==> src/verilog/bpc_defines.vh <==
// Constants shared by the battery protection configuration register bank
// Summary of operation
// - Latch released only by release bit 0-1-0
// - Control bit 1 turns discharge switch on
// - Control bit 2 turns charge switch on
// - Control bit 3 turns precharge switch off
// - Control bit 4 disables monitoring and balancing
// - Control bit 5 enables LED drive
// - Control bit 6 powers the thermistor
// - Control bit 7 disables shutdown monitor
// - Low nibble selects shutdown threshold, reset zero
// - High nibble selects brownout threshold
// - Five-bit discharge overcurrent threshold, resets zero
// - Five-bit charge overcurrent threshold, resets zero
// - Discharge overcurrent delay 1 ms plus 2 ms/step
// - Charge overcurrent delay, same coding
// - Shared four-bit short threshold, resets zero
// - Discharge short beyond delay turns discharge off
// - Short delay is 61 us per step
// - Charge short beyond delay turns charge off
// - All registers reset at power up
`ifndef BPC_DEFINES_VH
`define BPC_DEFINES_VH
// Register offsets
`define BPC_ADDR_CONTROL 8'h01
`define BPC_ADDR_THRESH 8'h02
`define BPC_ADDR_OCV_DSG 8'h03
`define BPC_ADDR_OCV_CHG 8'h04
`define BPC_ADDR_OC_DELAY 8'h05
`define BPC_ADDR_SHORT_THRESH 8'h07
`define BPC_ADDR_SHORT_DELAY 8'h08
// Reset values
`define BPC_RESET_BYTE 8'h00
`define BPC_RESET_OCV 5'h00
`define BPC_RESET_SCV 4'h0
// Control register bit positions
`define BPC_BIT_RELEASE 0
`define BPC_BIT_DSG 1
`define BPC_BIT_CHG 2
`define BPC_BIT_PRECHARGE_SWITCH_OFF_OFF 3
`define BPC_BIT_MON_OFF 4
`define BPC_BIT_LED 5
`define BPC_BIT_THERM 6
`define BPC_BIT_SDM_OFF 7
// Unused upper bits of the narrow registers read as zero
`define BPC_PAD_OCV 3'h0
`define BPC_PAD_SCV 4'h0
// Timing, in microseconds, and clock rate
`define BPC_CLK_MHZ 100
`define BPC_OC_BASE_US 1000
`define BPC_OC_STEP_US 2000
`define BPC_SC_STEP_US 61
// Delay channel numbering
`define BPC_CH_OC_DSG 0
`define BPC_CH_OC_CHG 1
`define BPC_CH_SC_DSG 2
`define BPC_CH_SC_CHG 3
`endif

==> src/verilog/bpc_delay_timer.v <==
// Blanking delay counter for one protection comparator channel
`timescale 1ns/10ps
module bpc_delay_timer #(
   parameter CNT_W = 24
) (
   input wire clock,
   input wire reset,
   input wire over,
   input wire [CNT_W-1:0] limit,
   output reg trip
);
   // Cycles the comparator has been continuously over threshold
   reg [CNT_W-1:0] count;
   // All ones, used to stop the count from wrapping
   wire [CNT_W-1:0] count_max = {CNT_W{1'b1}};

   // Count while over, restart as soon as the input drops
   always @(posedge clock or posedge reset) begin
      if (reset) begin
         count <= {CNT_W{1'b0}};
         trip <= 1'b0;
      end else if (over) begin
         // Saturate so a long fault never looks like a fresh one
         if (count != count_max) begin
            count <= count + {{(CNT_W-1){1'b0}}, 1'b1};
         end
         // Strictly longer than the delay before tripping
         trip <= (count >= limit);
      end else begin
         // Below threshold: restart the blanking period
         count <= {CNT_W{1'b0}};
         trip <= 1'b0;
      end
   end
endmodule

==> src/verilog/bpc_regs.v <==
// Control and configuration registers with autonomous overcurrent latch
`timescale 1ns/10ps
`include "bpc_defines.vh"
module bpc_regs #(
   // Cycles for the 1 ms base of the overcurrent delay
   parameter [31:0] OC_BASE_CYC = `BPC_OC_BASE_US * `BPC_CLK_MHZ,
   // Cycles per overcurrent delay step of 2 ms
   parameter [31:0] OC_STEP_CYC = `BPC_OC_STEP_US * `BPC_CLK_MHZ,
   // Cycles per short-circuit delay step of 61 us
   parameter [31:0] SC_STEP_CYC = `BPC_SC_STEP_US * `BPC_CLK_MHZ,
   // Counter width; must hold the longest delay
   parameter CNT_W = 24
) (
   input wire clock,
   input wire reset,
   // Register access port from the serial slave front end
   input wire reg_write,
   input wire reg_read,
   input wire [7:0] reg_address,
   input wire [7:0] reg_write_data,
   output reg [7:0] reg_read_data,
   output reg reg_read_valid,
   // Comparator levels from the analog front end
   input wire discharge_overcurrent_over,
   input wire charge_overcurrent_over,
   input wire short_over_discharge,
   input wire short_over_charge,
   // Switch drives
   output reg discharge_switch_on,
   output reg charge_switch_on,
   output reg precharge_switch_off,
   // Analog enables
   output reg cell_monitor_disable,
   output reg led_drive_enable,
   output reg thermistor_power_on,
   output reg shutdown_monitor_disable,
   // Threshold codes to the analog comparators; delay codes stay internal
   output reg [3:0] shutdown_threshold_code,
   output reg [3:0] brownout_threshold_code,
   output reg [4:0] discharge_overcurrent_code,
   output reg [4:0] charge_overcurrent_code,
   output reg [3:0] short_threshold_code,
   // Latch state for the host
   output reg alert_output
);
   // Control register, all bits
   reg [7:0] output_control;
   // Shutdown and brownout threshold register
   reg [7:0] shutdown_brownout_threshold;
   // Overcurrent delay register, two nibbles
   reg [7:0] overcurrent_delay;
   // Short-circuit delay register, two nibbles
   reg [7:0] short_circuit_delay;
   // Overcurrent latch, discharge side
   reg dsg_latched;
   // Overcurrent latch, charge side
   reg chg_latched;
   // Release bit was raised while a latch was set
   reg release_armed;
   // Next values of the latches
   reg next_dsg_latched;
   reg next_chg_latched;
   reg next_release_armed;

   // Decoded write strobes
   wire wr_control = reg_write && (reg_address == `BPC_ADDR_CONTROL);
   wire wr_thresh = reg_write && (reg_address == `BPC_ADDR_THRESH);
   wire wr_ocv_dsg = reg_write && (reg_address == `BPC_ADDR_OCV_DSG);
   wire wr_ocv_chg = reg_write && (reg_address == `BPC_ADDR_OCV_CHG);
   wire wr_oc_delay = reg_write && (reg_address == `BPC_ADDR_OC_DELAY);
   wire wr_sc_thresh = reg_write && (reg_address == `BPC_ADDR_SHORT_THRESH);
   wire wr_sc_delay = reg_write && (reg_address == `BPC_ADDR_SHORT_DELAY);

   // Comparator levels, one bit per delay channel
   wire [3:0] chan_over;
   // Delay codes, one nibble per channel
   wire [15:0] chan_code;
   // Registered trip of each channel
   wire [3:0] chan_trip;

   assign chan_over = {short_over_charge, short_over_discharge,
                       charge_overcurrent_over, discharge_overcurrent_over};
   assign chan_code = {short_circuit_delay[7:4], short_circuit_delay[3:0],
                       overcurrent_delay[7:4], overcurrent_delay[3:0]};

   // One delay counter per comparator channel
   genvar ch;
   generate
      for (ch = 0; ch < 4; ch = ch + 1) begin : g_chan
         // Overcurrent channels carry a base time, short channels do not
         localparam IS_OC = (ch == `BPC_CH_OC_DSG) || (ch == `BPC_CH_OC_CHG);
         localparam [31:0] BASE = IS_OC ? OC_BASE_CYC : 32'h0;
         localparam [31:0] STEP = IS_OC ? OC_STEP_CYC : SC_STEP_CYC;
         // Full-width limit, cut to the counter width below
         wire [31:0] limit_full;
         // Linear code to cycles: base plus step per code
         assign limit_full = BASE + STEP * {28'h0, chan_code[ch*4 +: 4]};
         bpc_delay_timer #(
            .CNT_W(CNT_W)
         ) u_timer (
            .clock(clock),
            .reset(reset),
            .over(chan_over[ch]),
            .limit(limit_full[CNT_W-1:0]),
            .trip(chan_trip[ch])
         );
      end
   endgenerate

   // Trips grouped by the switch they affect
   wire dsg_trip = chan_trip[`BPC_CH_OC_DSG] | chan_trip[`BPC_CH_SC_DSG];
   wire chg_trip = chan_trip[`BPC_CH_OC_CHG] | chan_trip[`BPC_CH_SC_CHG];
   // Either latch set
   wire any_latched = dsg_latched | chg_latched;
   // Host raises the release bit from 0 to 1 while latched
   wire release_rise = wr_control && reg_write_data[`BPC_BIT_RELEASE] &&
                       !output_control[`BPC_BIT_RELEASE] && any_latched;
   // Host drops the release bit back to 0 after arming
   wire release_fall = wr_control && !reg_write_data[`BPC_BIT_RELEASE] &&
                       output_control[`BPC_BIT_RELEASE] && release_armed;
   // Control value as it stands after this cycle
   wire [7:0] control_now = wr_control ? reg_write_data : output_control;

   // Latch next state; a trip in the release cycle wins
   always @* begin
      next_dsg_latched = dsg_latched;
      next_chg_latched = chg_latched;
      next_release_armed = release_armed;
      if (release_fall) begin
         // Full 0-1-0 sequence completed
         next_dsg_latched = 1'b0;
         next_chg_latched = 1'b0;
         next_release_armed = 1'b0;
      end else if (release_rise) begin
         // First half of the release sequence
         next_release_armed = 1'b1;
      end
      if (dsg_trip) begin
         // Expired discharge delay sets the latch
         next_dsg_latched = 1'b1;
      end
      if (chg_trip) begin
         // Expired charge delay sets the latch
         next_chg_latched = 1'b1;
      end
   end

   // Latch flip-flops
   always @(posedge clock or posedge reset) begin
      if (reset) begin
         dsg_latched <= 1'b0;
         chg_latched <= 1'b0;
         release_armed <= 1'b0;
      end else begin
         dsg_latched <= next_dsg_latched;
         chg_latched <= next_chg_latched;
         release_armed <= next_release_armed;
      end
   end

   // Register writes; everything clears at power up
   always @(posedge clock or posedge reset) begin
      if (reset) begin
         output_control <= `BPC_RESET_BYTE;
         shutdown_brownout_threshold <= `BPC_RESET_BYTE;
         discharge_overcurrent_code <= `BPC_RESET_OCV;
         charge_overcurrent_code <= `BPC_RESET_OCV;
         overcurrent_delay <= `BPC_RESET_BYTE;
         short_threshold_code <= `BPC_RESET_SCV;
         short_circuit_delay <= `BPC_RESET_BYTE;
      end else begin
         if (wr_control) begin
            // Bit 0 is stored so the release edge can be seen
            output_control <= reg_write_data;
         end
         if (wr_thresh) begin
            // Two threshold nibbles in one byte
            shutdown_brownout_threshold <= reg_write_data;
         end
         if (wr_ocv_dsg) begin
            // Upper three bits are dropped
            discharge_overcurrent_code <= reg_write_data[4:0];
         end
         if (wr_ocv_chg) begin
            // Same five-bit coding as discharge
            charge_overcurrent_code <= reg_write_data[4:0];
         end
         if (wr_oc_delay) begin
            overcurrent_delay <= reg_write_data;
         end
         if (wr_sc_thresh) begin
            // One threshold serves both directions
            short_threshold_code <= reg_write_data[3:0];
         end
         if (wr_sc_delay) begin
            short_circuit_delay <= reg_write_data;
         end
      end
   end

   // Output drives; registered so every pin comes from a flop
   always @(posedge clock or posedge reset) begin
      if (reset) begin
         discharge_switch_on <= 1'b0;
         charge_switch_on <= 1'b0;
         precharge_switch_off <= 1'b0;
         cell_monitor_disable <= 1'b0;
         led_drive_enable <= 1'b0;
         thermistor_power_on <= 1'b0;
         shutdown_monitor_disable <= 1'b0;
         shutdown_threshold_code <= 4'h0;
         brownout_threshold_code <= 4'h0;
         alert_output <= 1'b0;
      end else begin
         // Host bit gated by the latch, which overrides the host
         discharge_switch_on <= control_now[`BPC_BIT_DSG] & ~next_dsg_latched;
         // Same gating on the charge side
         charge_switch_on <= control_now[`BPC_BIT_CHG] & ~next_chg_latched;
         // Inverted sense: zero leaves precharge on
         precharge_switch_off <= control_now[`BPC_BIT_PRECHARGE_SWITCH_OFF_OFF];
         // One bit stops both translation and balancing
         cell_monitor_disable <= control_now[`BPC_BIT_MON_OFF];
         // LED current source enable
         led_drive_enable <= control_now[`BPC_BIT_LED];
         // Thermistor supply switch
         thermistor_power_on <= control_now[`BPC_BIT_THERM];
         // Shutdown monitor off when set
         shutdown_monitor_disable <= control_now[`BPC_BIT_SDM_OFF];
         // Regulator shutdown code, low nibble
         shutdown_threshold_code <= shutdown_brownout_threshold[3:0];
         // Brownout code, high nibble
         brownout_threshold_code <= shutdown_brownout_threshold[7:4];
         // Alert stays up until release; status read is not in this block
         alert_output <= next_dsg_latched | next_chg_latched;
      end
   end

   // Read data mux; unmapped and unused bits read zero
   reg [7:0] read_mux;
   always @* begin
      read_mux = 8'h00;
      case (reg_address)
         `BPC_ADDR_CONTROL: begin
            read_mux = output_control;
         end
         `BPC_ADDR_THRESH: begin
            read_mux = shutdown_brownout_threshold;
         end
         `BPC_ADDR_OCV_DSG: begin
            read_mux = {`BPC_PAD_OCV, discharge_overcurrent_code};
         end
         `BPC_ADDR_OCV_CHG: begin
            read_mux = {`BPC_PAD_OCV, charge_overcurrent_code};
         end
         `BPC_ADDR_OC_DELAY: begin
            read_mux = overcurrent_delay;
         end
         `BPC_ADDR_SHORT_THRESH: begin
            read_mux = {`BPC_PAD_SCV, short_threshold_code};
         end
         `BPC_ADDR_SHORT_DELAY: begin
            read_mux = short_circuit_delay;
         end
         default: begin
            // Status and cell select live elsewhere
            read_mux = 8'h00;
         end
      endcase
   end

   // Read answer one cycle after the strobe
   always @(posedge clock or posedge reset) begin
      if (reset) begin
         reg_read_data <= 8'h00;
         reg_read_valid <= 1'b0;
      end else begin
         reg_read_valid <= reg_read;
         if (reg_read) begin
            // Data holds until the next read
            reg_read_data <= read_mux;
         end
      end
   end
endmodule

==> config.mk <==
export PLATFORM = sky130hd
export DESIGN_NAME = bpc_regs
export DESIGN_NICKNAME = d
export VERILOG_FILES = /design/src/verilog/bpc_delay_timer.v /design/src/verilog/bpc_regs.v
export VERILOG_INCLUDE_DIRS = /design/src /design/src/verilog
export SDC_FILE = /design/constraint.sdc
export NUM_CORES = 1
export LEC_CHECK = 0
export ABC_CLOCK_PERIOD_IN_PS = 11330
export BUFFER_PORTS_ARGS = -buffer_cell sky130_fd_sc_hd__buf_2
export CAP_MARGIN = 20
export CORE_MARGIN = 2
export CORE_UTILIZATION = 50
export DETAILED_ROUTE_END_ITERATION = 12
export GPL_TIMING_DRIVEN = 0
export PLACE_DENSITY_LB_ADDON = 0.05
export SETUP_SLACK_MARGIN = 0.4
export SLEW_MARGIN = 20
export SYNTH_ARGS = -nofsm -noshare
export SYNTH_HDL_FRONTEND = slang
export SYNTH_HIERARCHICAL = 1
export SYNTH_SLANG_ARGS = --single-unit
==> constraint.sdc <==
create_clock -name clock -period 11.33 [get_ports clock]
set_input_delay 3.399 -clock clock [delete_from_list [all_inputs] [get_ports clock]]
set_output_delay 3.399 -clock clock [all_outputs]
set_load 0.005 [all_outputs]
==> impl_metrics.env <==
export IMPL_outcome="completed"
export IMPL_vdd_drop_max_v=0.0000879
export IMPL_die_x_um=171
export IMPL_wl_um=35200
export IMPL_cpLargestDelayFamily="simple AND/OR/NAND/NOR gates"
export IMPL_detail_route_iter0_violations=793
export IMPL_nNetsFinal=1868
export IMPL_synth_edff_count=0
export IMPL_track_usage=0.246
export IMPL_synthCells=1543
export IMPL_ff_latch_area_mm2=0.00423
export IMPL_drtAntennaViolNets=0
export IMPL_htreeDepth=4
export IMPL_dieArea_mm2=0.0294
export IMPL_holdPathStages=0
export IMPL_port_buffers=60
export IMPL_rrSetupSlack_ns=6.58
export IMPL_ff2ff_path_depth=16
export IMPL_critPathMaxFanout=8
export IMPL_cts_path_max_buffers=2
export IMPL_synthTopCellsByArea="dfrtp_1 30%, ha_1 16%, inv_1 4.2%"
export IMPL_first_global_vias=11400
export IMPL_critPathBufInv=1
export IMPL_cp_end_kind="register"
export IMPL_max_cap_violations=0
export IMPL_synthMuxAreaShare=0.0589
export IMPL_grt_max_degree=42
export IMPL_r2r_end="g_chan[3].u_timer/trip$_DFF_PP0_"
export IMPL_ios=63
export IMPL_postCtsHoldBufs=0
export IMPL_critPathSlowestCell="nor4_1"
export IMPL_dr_pass1_iters=5
export IMPL_core_area_mm2=0.0277
export IMPL_clock_latency_ns=0.44
export IMPL_synth_warning_count=6
export IMPL_timing_fmax_ghz=0.184
export IMPL_hp_start="shutdown_brownout_threshold[3]$_DFFE_PP0P_"
export IMPL_layout_setup_ws_ns=5.88
export IMPL_gp_congestion=0.845
export IMPL_cts_repair_resized=0
export IMPL_min_path_type="reg2reg"
export IMPL_area_growth_pct=11.2
export IMPL_synth_cell_type_count=73
export IMPL_yosys_area_share_simple=0.200
export IMPL_wl_per_cell_um=17.2
export IMPL_relSlewSlack=0.257
export IMPL_vias=11800
export IMPL_synth_seq_area_share=0.302
export IMPL_cts_buffers=17
export IMPL_rsz0062_at_grt="no"
export IMPL_start_util=0.506
export IMPL_synth_top_area_frac=0.302
export IMPL_slew_viol_final=0
export IMPL_r2r_start="short_circuit_delay[6]$_DFFE_PP0P_"
export IMPL_multi_input_area_mm2=0.00913
export IMPL_synthAdderAreaFrac=0.175
export IMPL_root_buffer="clkbuf_16"
export IMPL_synth_top_flop_cell="dfrtp_1"
export IMPL_leakage_nw=7.35
export IMPL_cp_required_ns=11.64
export IMPL_pwr_density_cell_mw_per_mm2=94.3
export IMPL_synth_xor_area_share=0.0431
export IMPL_antenna_found_initial=3
export IMPL_path_cells="buf_2 -> or4_4 -> nor4_1 -> nand2_2 -> mux2_2"
export IMPL_die_h_um=171
export IMPL_clock_skew_ns=0.0153
export IMPL_fillerInstances=2646
export IMPL_hold_end="shutdown_threshold_code[3]$_DFF_PP0_"
export IMPL_critPathMaxStageDelay_ns=0.92
export IMPL_syn_area_mm2=0.0140
export IMPL_start_kind="primary input"
export IMPL_finalSetupTns_ns=0
export IMPL_setup_viol=0
export IMPL_post_cts_buffers=0
export IMPL_drc_errors=0
export IMPL_drive_gt1_frac=0.118
export IMPL_ys_ff_latch=169
export IMPL_fin_crit_ns=5.45
export IMPL_clk_pin_slew_ns=0.07
export IMPL_synth_top_family_by_area="simple AND/OR/NAND/NOR gates"
export IMPL_place_ws_ns=5.52
export IMPL_hpwl_um=27000
export IMPL_min_period_over_period=0.481
export IMPL_vias_per_cell=5.76
export IMPL_crit_type="in2reg"
export IMPL_grt_pass1_wl_um=57800
export IMPL_clock_sinks=169
export IMPL_syn_avg_cell_area_um2=9.08
export IMPL_worstMarginPinSlew_ns=1.10
export IMPL_yosys_area_top_type="dfrtp_1"
export IMPL_rows=61
export IMPL_cts_tree="built"
export IMPL_grt_overflow=0
export IMPL_power_mw=1.47
export IMPL_cp_arrival_ns=5.76
export IMPL_final_hold_violation_count=0
export IMPL_synth_compound_area_frac=0.166
export IMPL_async_flop_share=1.00
-- cell usage in the layout (no fill, tap or decap), types with 9 or more instances in the layout --
cell | netlist | final
a211oi_1 | 15 | 15
a21o_1 | 32 | 32
a21oi_1 | 94 | 94
a31oi_1 | 15 | 15
and2_1 | 15 | 15
and3_1 | 18 | 18
buf_2 | 0 | 60
clkbuf_1 | 27 | 27
clkbuf_16 | 0 | 17
conb_1 | 2 | 32
dfrtp_1 | 169 | 169
fa_1 | 14 | 14
ha_1 | 174 | 174
inv_1 | 158 | 154
mux2_2 | 51 | 51
mux2i_1 | 25 | 25
nand2_1 | 102 | 102
nand2b_1 | 22 | 22
nand3_1 | 51 | 51
nand4_1 | 39 | 39
nor2_1 | 75 | 75
nor2b_1 | 12 | 12
nor3_1 | 30 | 30
nor3b_1 | 11 | 11
nor4_1 | 21 | 21
o211ai_1 | 21 | 21
o21a_1 | 12 | 12
o21ai_0 | 38 | 38
o21ai_1 | 12 | 12
o22ai_1 | 16 | 16
o31ai_1 | 25 | 25
or2_2 | 11 | 11
or3_1 | 23 | 23
or4_1 | 21 | 21
or4_4 | 9 | 9
xnor2_1 | 37 | 37
xor2_1 | 32 | 32
-- cell type report --
| class | instances | share of cell area |
|---|---|---|
| inverter | 162 | 0.0392 |
| clock inverter | 14 | 0.0101 |
| timing repair buffer | 64 | 0.0240 |
| sequential | 169 | 0.272 |
| antenna | 3 | 0.000482 |
| multi-input combinational | 1209 | 0.586 |
| clock buffer | 18 | 0.0282 |
| tap | 378 | 0.0304 |
| buffer | 33 | 0.00988 |
-- registers in the layout, indices dropped and copies added (netlist names), 4 cells and up --
register / cells
reg_read_data: 8
shutdown_brownout_threshold: 8
charge_overcurrent_code: 5
shutdown_threshold_code: 4
discharge_overcurrent_code: 5
output_control: 8
brownout_threshold_code: 4
g_chan.u_timer/count: 96
g_chan.u_timer/trip: 4
short_circuit_delay: 8
short_threshold_code: 4
overcurrent_delay: 8
-- worst max-delay path by stage --
stage | start | to | slack, ns | cells past startpoint
2_1_floorplan | reg_address[5] | alert_output$_DFF_PP0_ | 6.07 | 6
3_3_place_gp | reset | reg_read_valid$_DFF_PP0_ | 5.17 | 2
3_5_place_dp | reg_address[5] | overcurrent_delay[2]$_DFFE_PP0P_ | 5.52 | 5
4_1_cts | reg_address[5] | overcurrent_delay[2]$_DFFE_PP0P_ | 5.97 | 5
5_1_grt | reg_address[5] | overcurrent_delay[4]$_DFFE_PP0P_ | 5.81 | 5
6_report | reg_address[5] | overcurrent_delay[2]$_DFFE_PP0P_ | 5.88 | 5
-- cell families (layout without fill, tap and decap cells) --
group                    count (synthesis)  in the layout
buffers and inverters                  195            291
XOR/XNOR                                69             69
AND/OR/NAND/NOR                        498            498
adder cells (fa/ha/maj)                188            188
AO/OA/AOI/OAI                          346            346
multiplexers                            76             76
other                                    2             35
flip-flops                             169            169
-- through the flow --
step	std cells	utilization	cell area [um2]	hold slack, ns
2_1_floorplan	1573	-	14100	0.371
3_3_place_gp	2011	0.538	14900	0.393
3_5_place_dp	2012	0.538	14900	0.389
4_1_cts	2044	0.560	15500	0.411
5_1_grt	2048	0.562	15600	0.426
6_report	2050	0.562	15600	0.414
-- cells in the mapped netlist (all sizes together) (4+ instances only) --
cell type  count
mux2i         25
a221oi         6
nand2b        22
a22oi          6
or2           12
buf            6
nand2        103
nand3b         8
and3          18
a21o          32
o21ai         54
a211oi        15
o31ai         25
nor4          25
nand3         55
ha           174
a31oi         15
o22ai         16
nand4         39
nor2          79
or4           30
a311oi         6
xnor2         37
fa            14
o21a          12
and2          15
dfrtp        169
or4b           4
a2111o         6
nor3          31
inv          158
clkinv         4
or3           23
nor3b         11
clkbuf        27
a211o          6
xor2          32
o211a          5
o211ai        21
mux2          51
a21oi         94
nor2b         12
a222oi         4
-- metal layers --
metal	global-route usage	routed length, um
met2	0.407	16500
met3	0.0343	1220
met5	0	0
met1	0.344	17000
met4	0.0556	524
-- power breakdown --
group	leakage [nW]	total, mW	switching, mW	internal, mW
sequential	2.32	0.637	0.0199	0.617
combinational	4.74	0.232	0.136	0.0957
clock	0.293	0.601	0.281	0.320
total	7.35	1.47	0.437	1.03
Power figures use the tool's default switching activity.
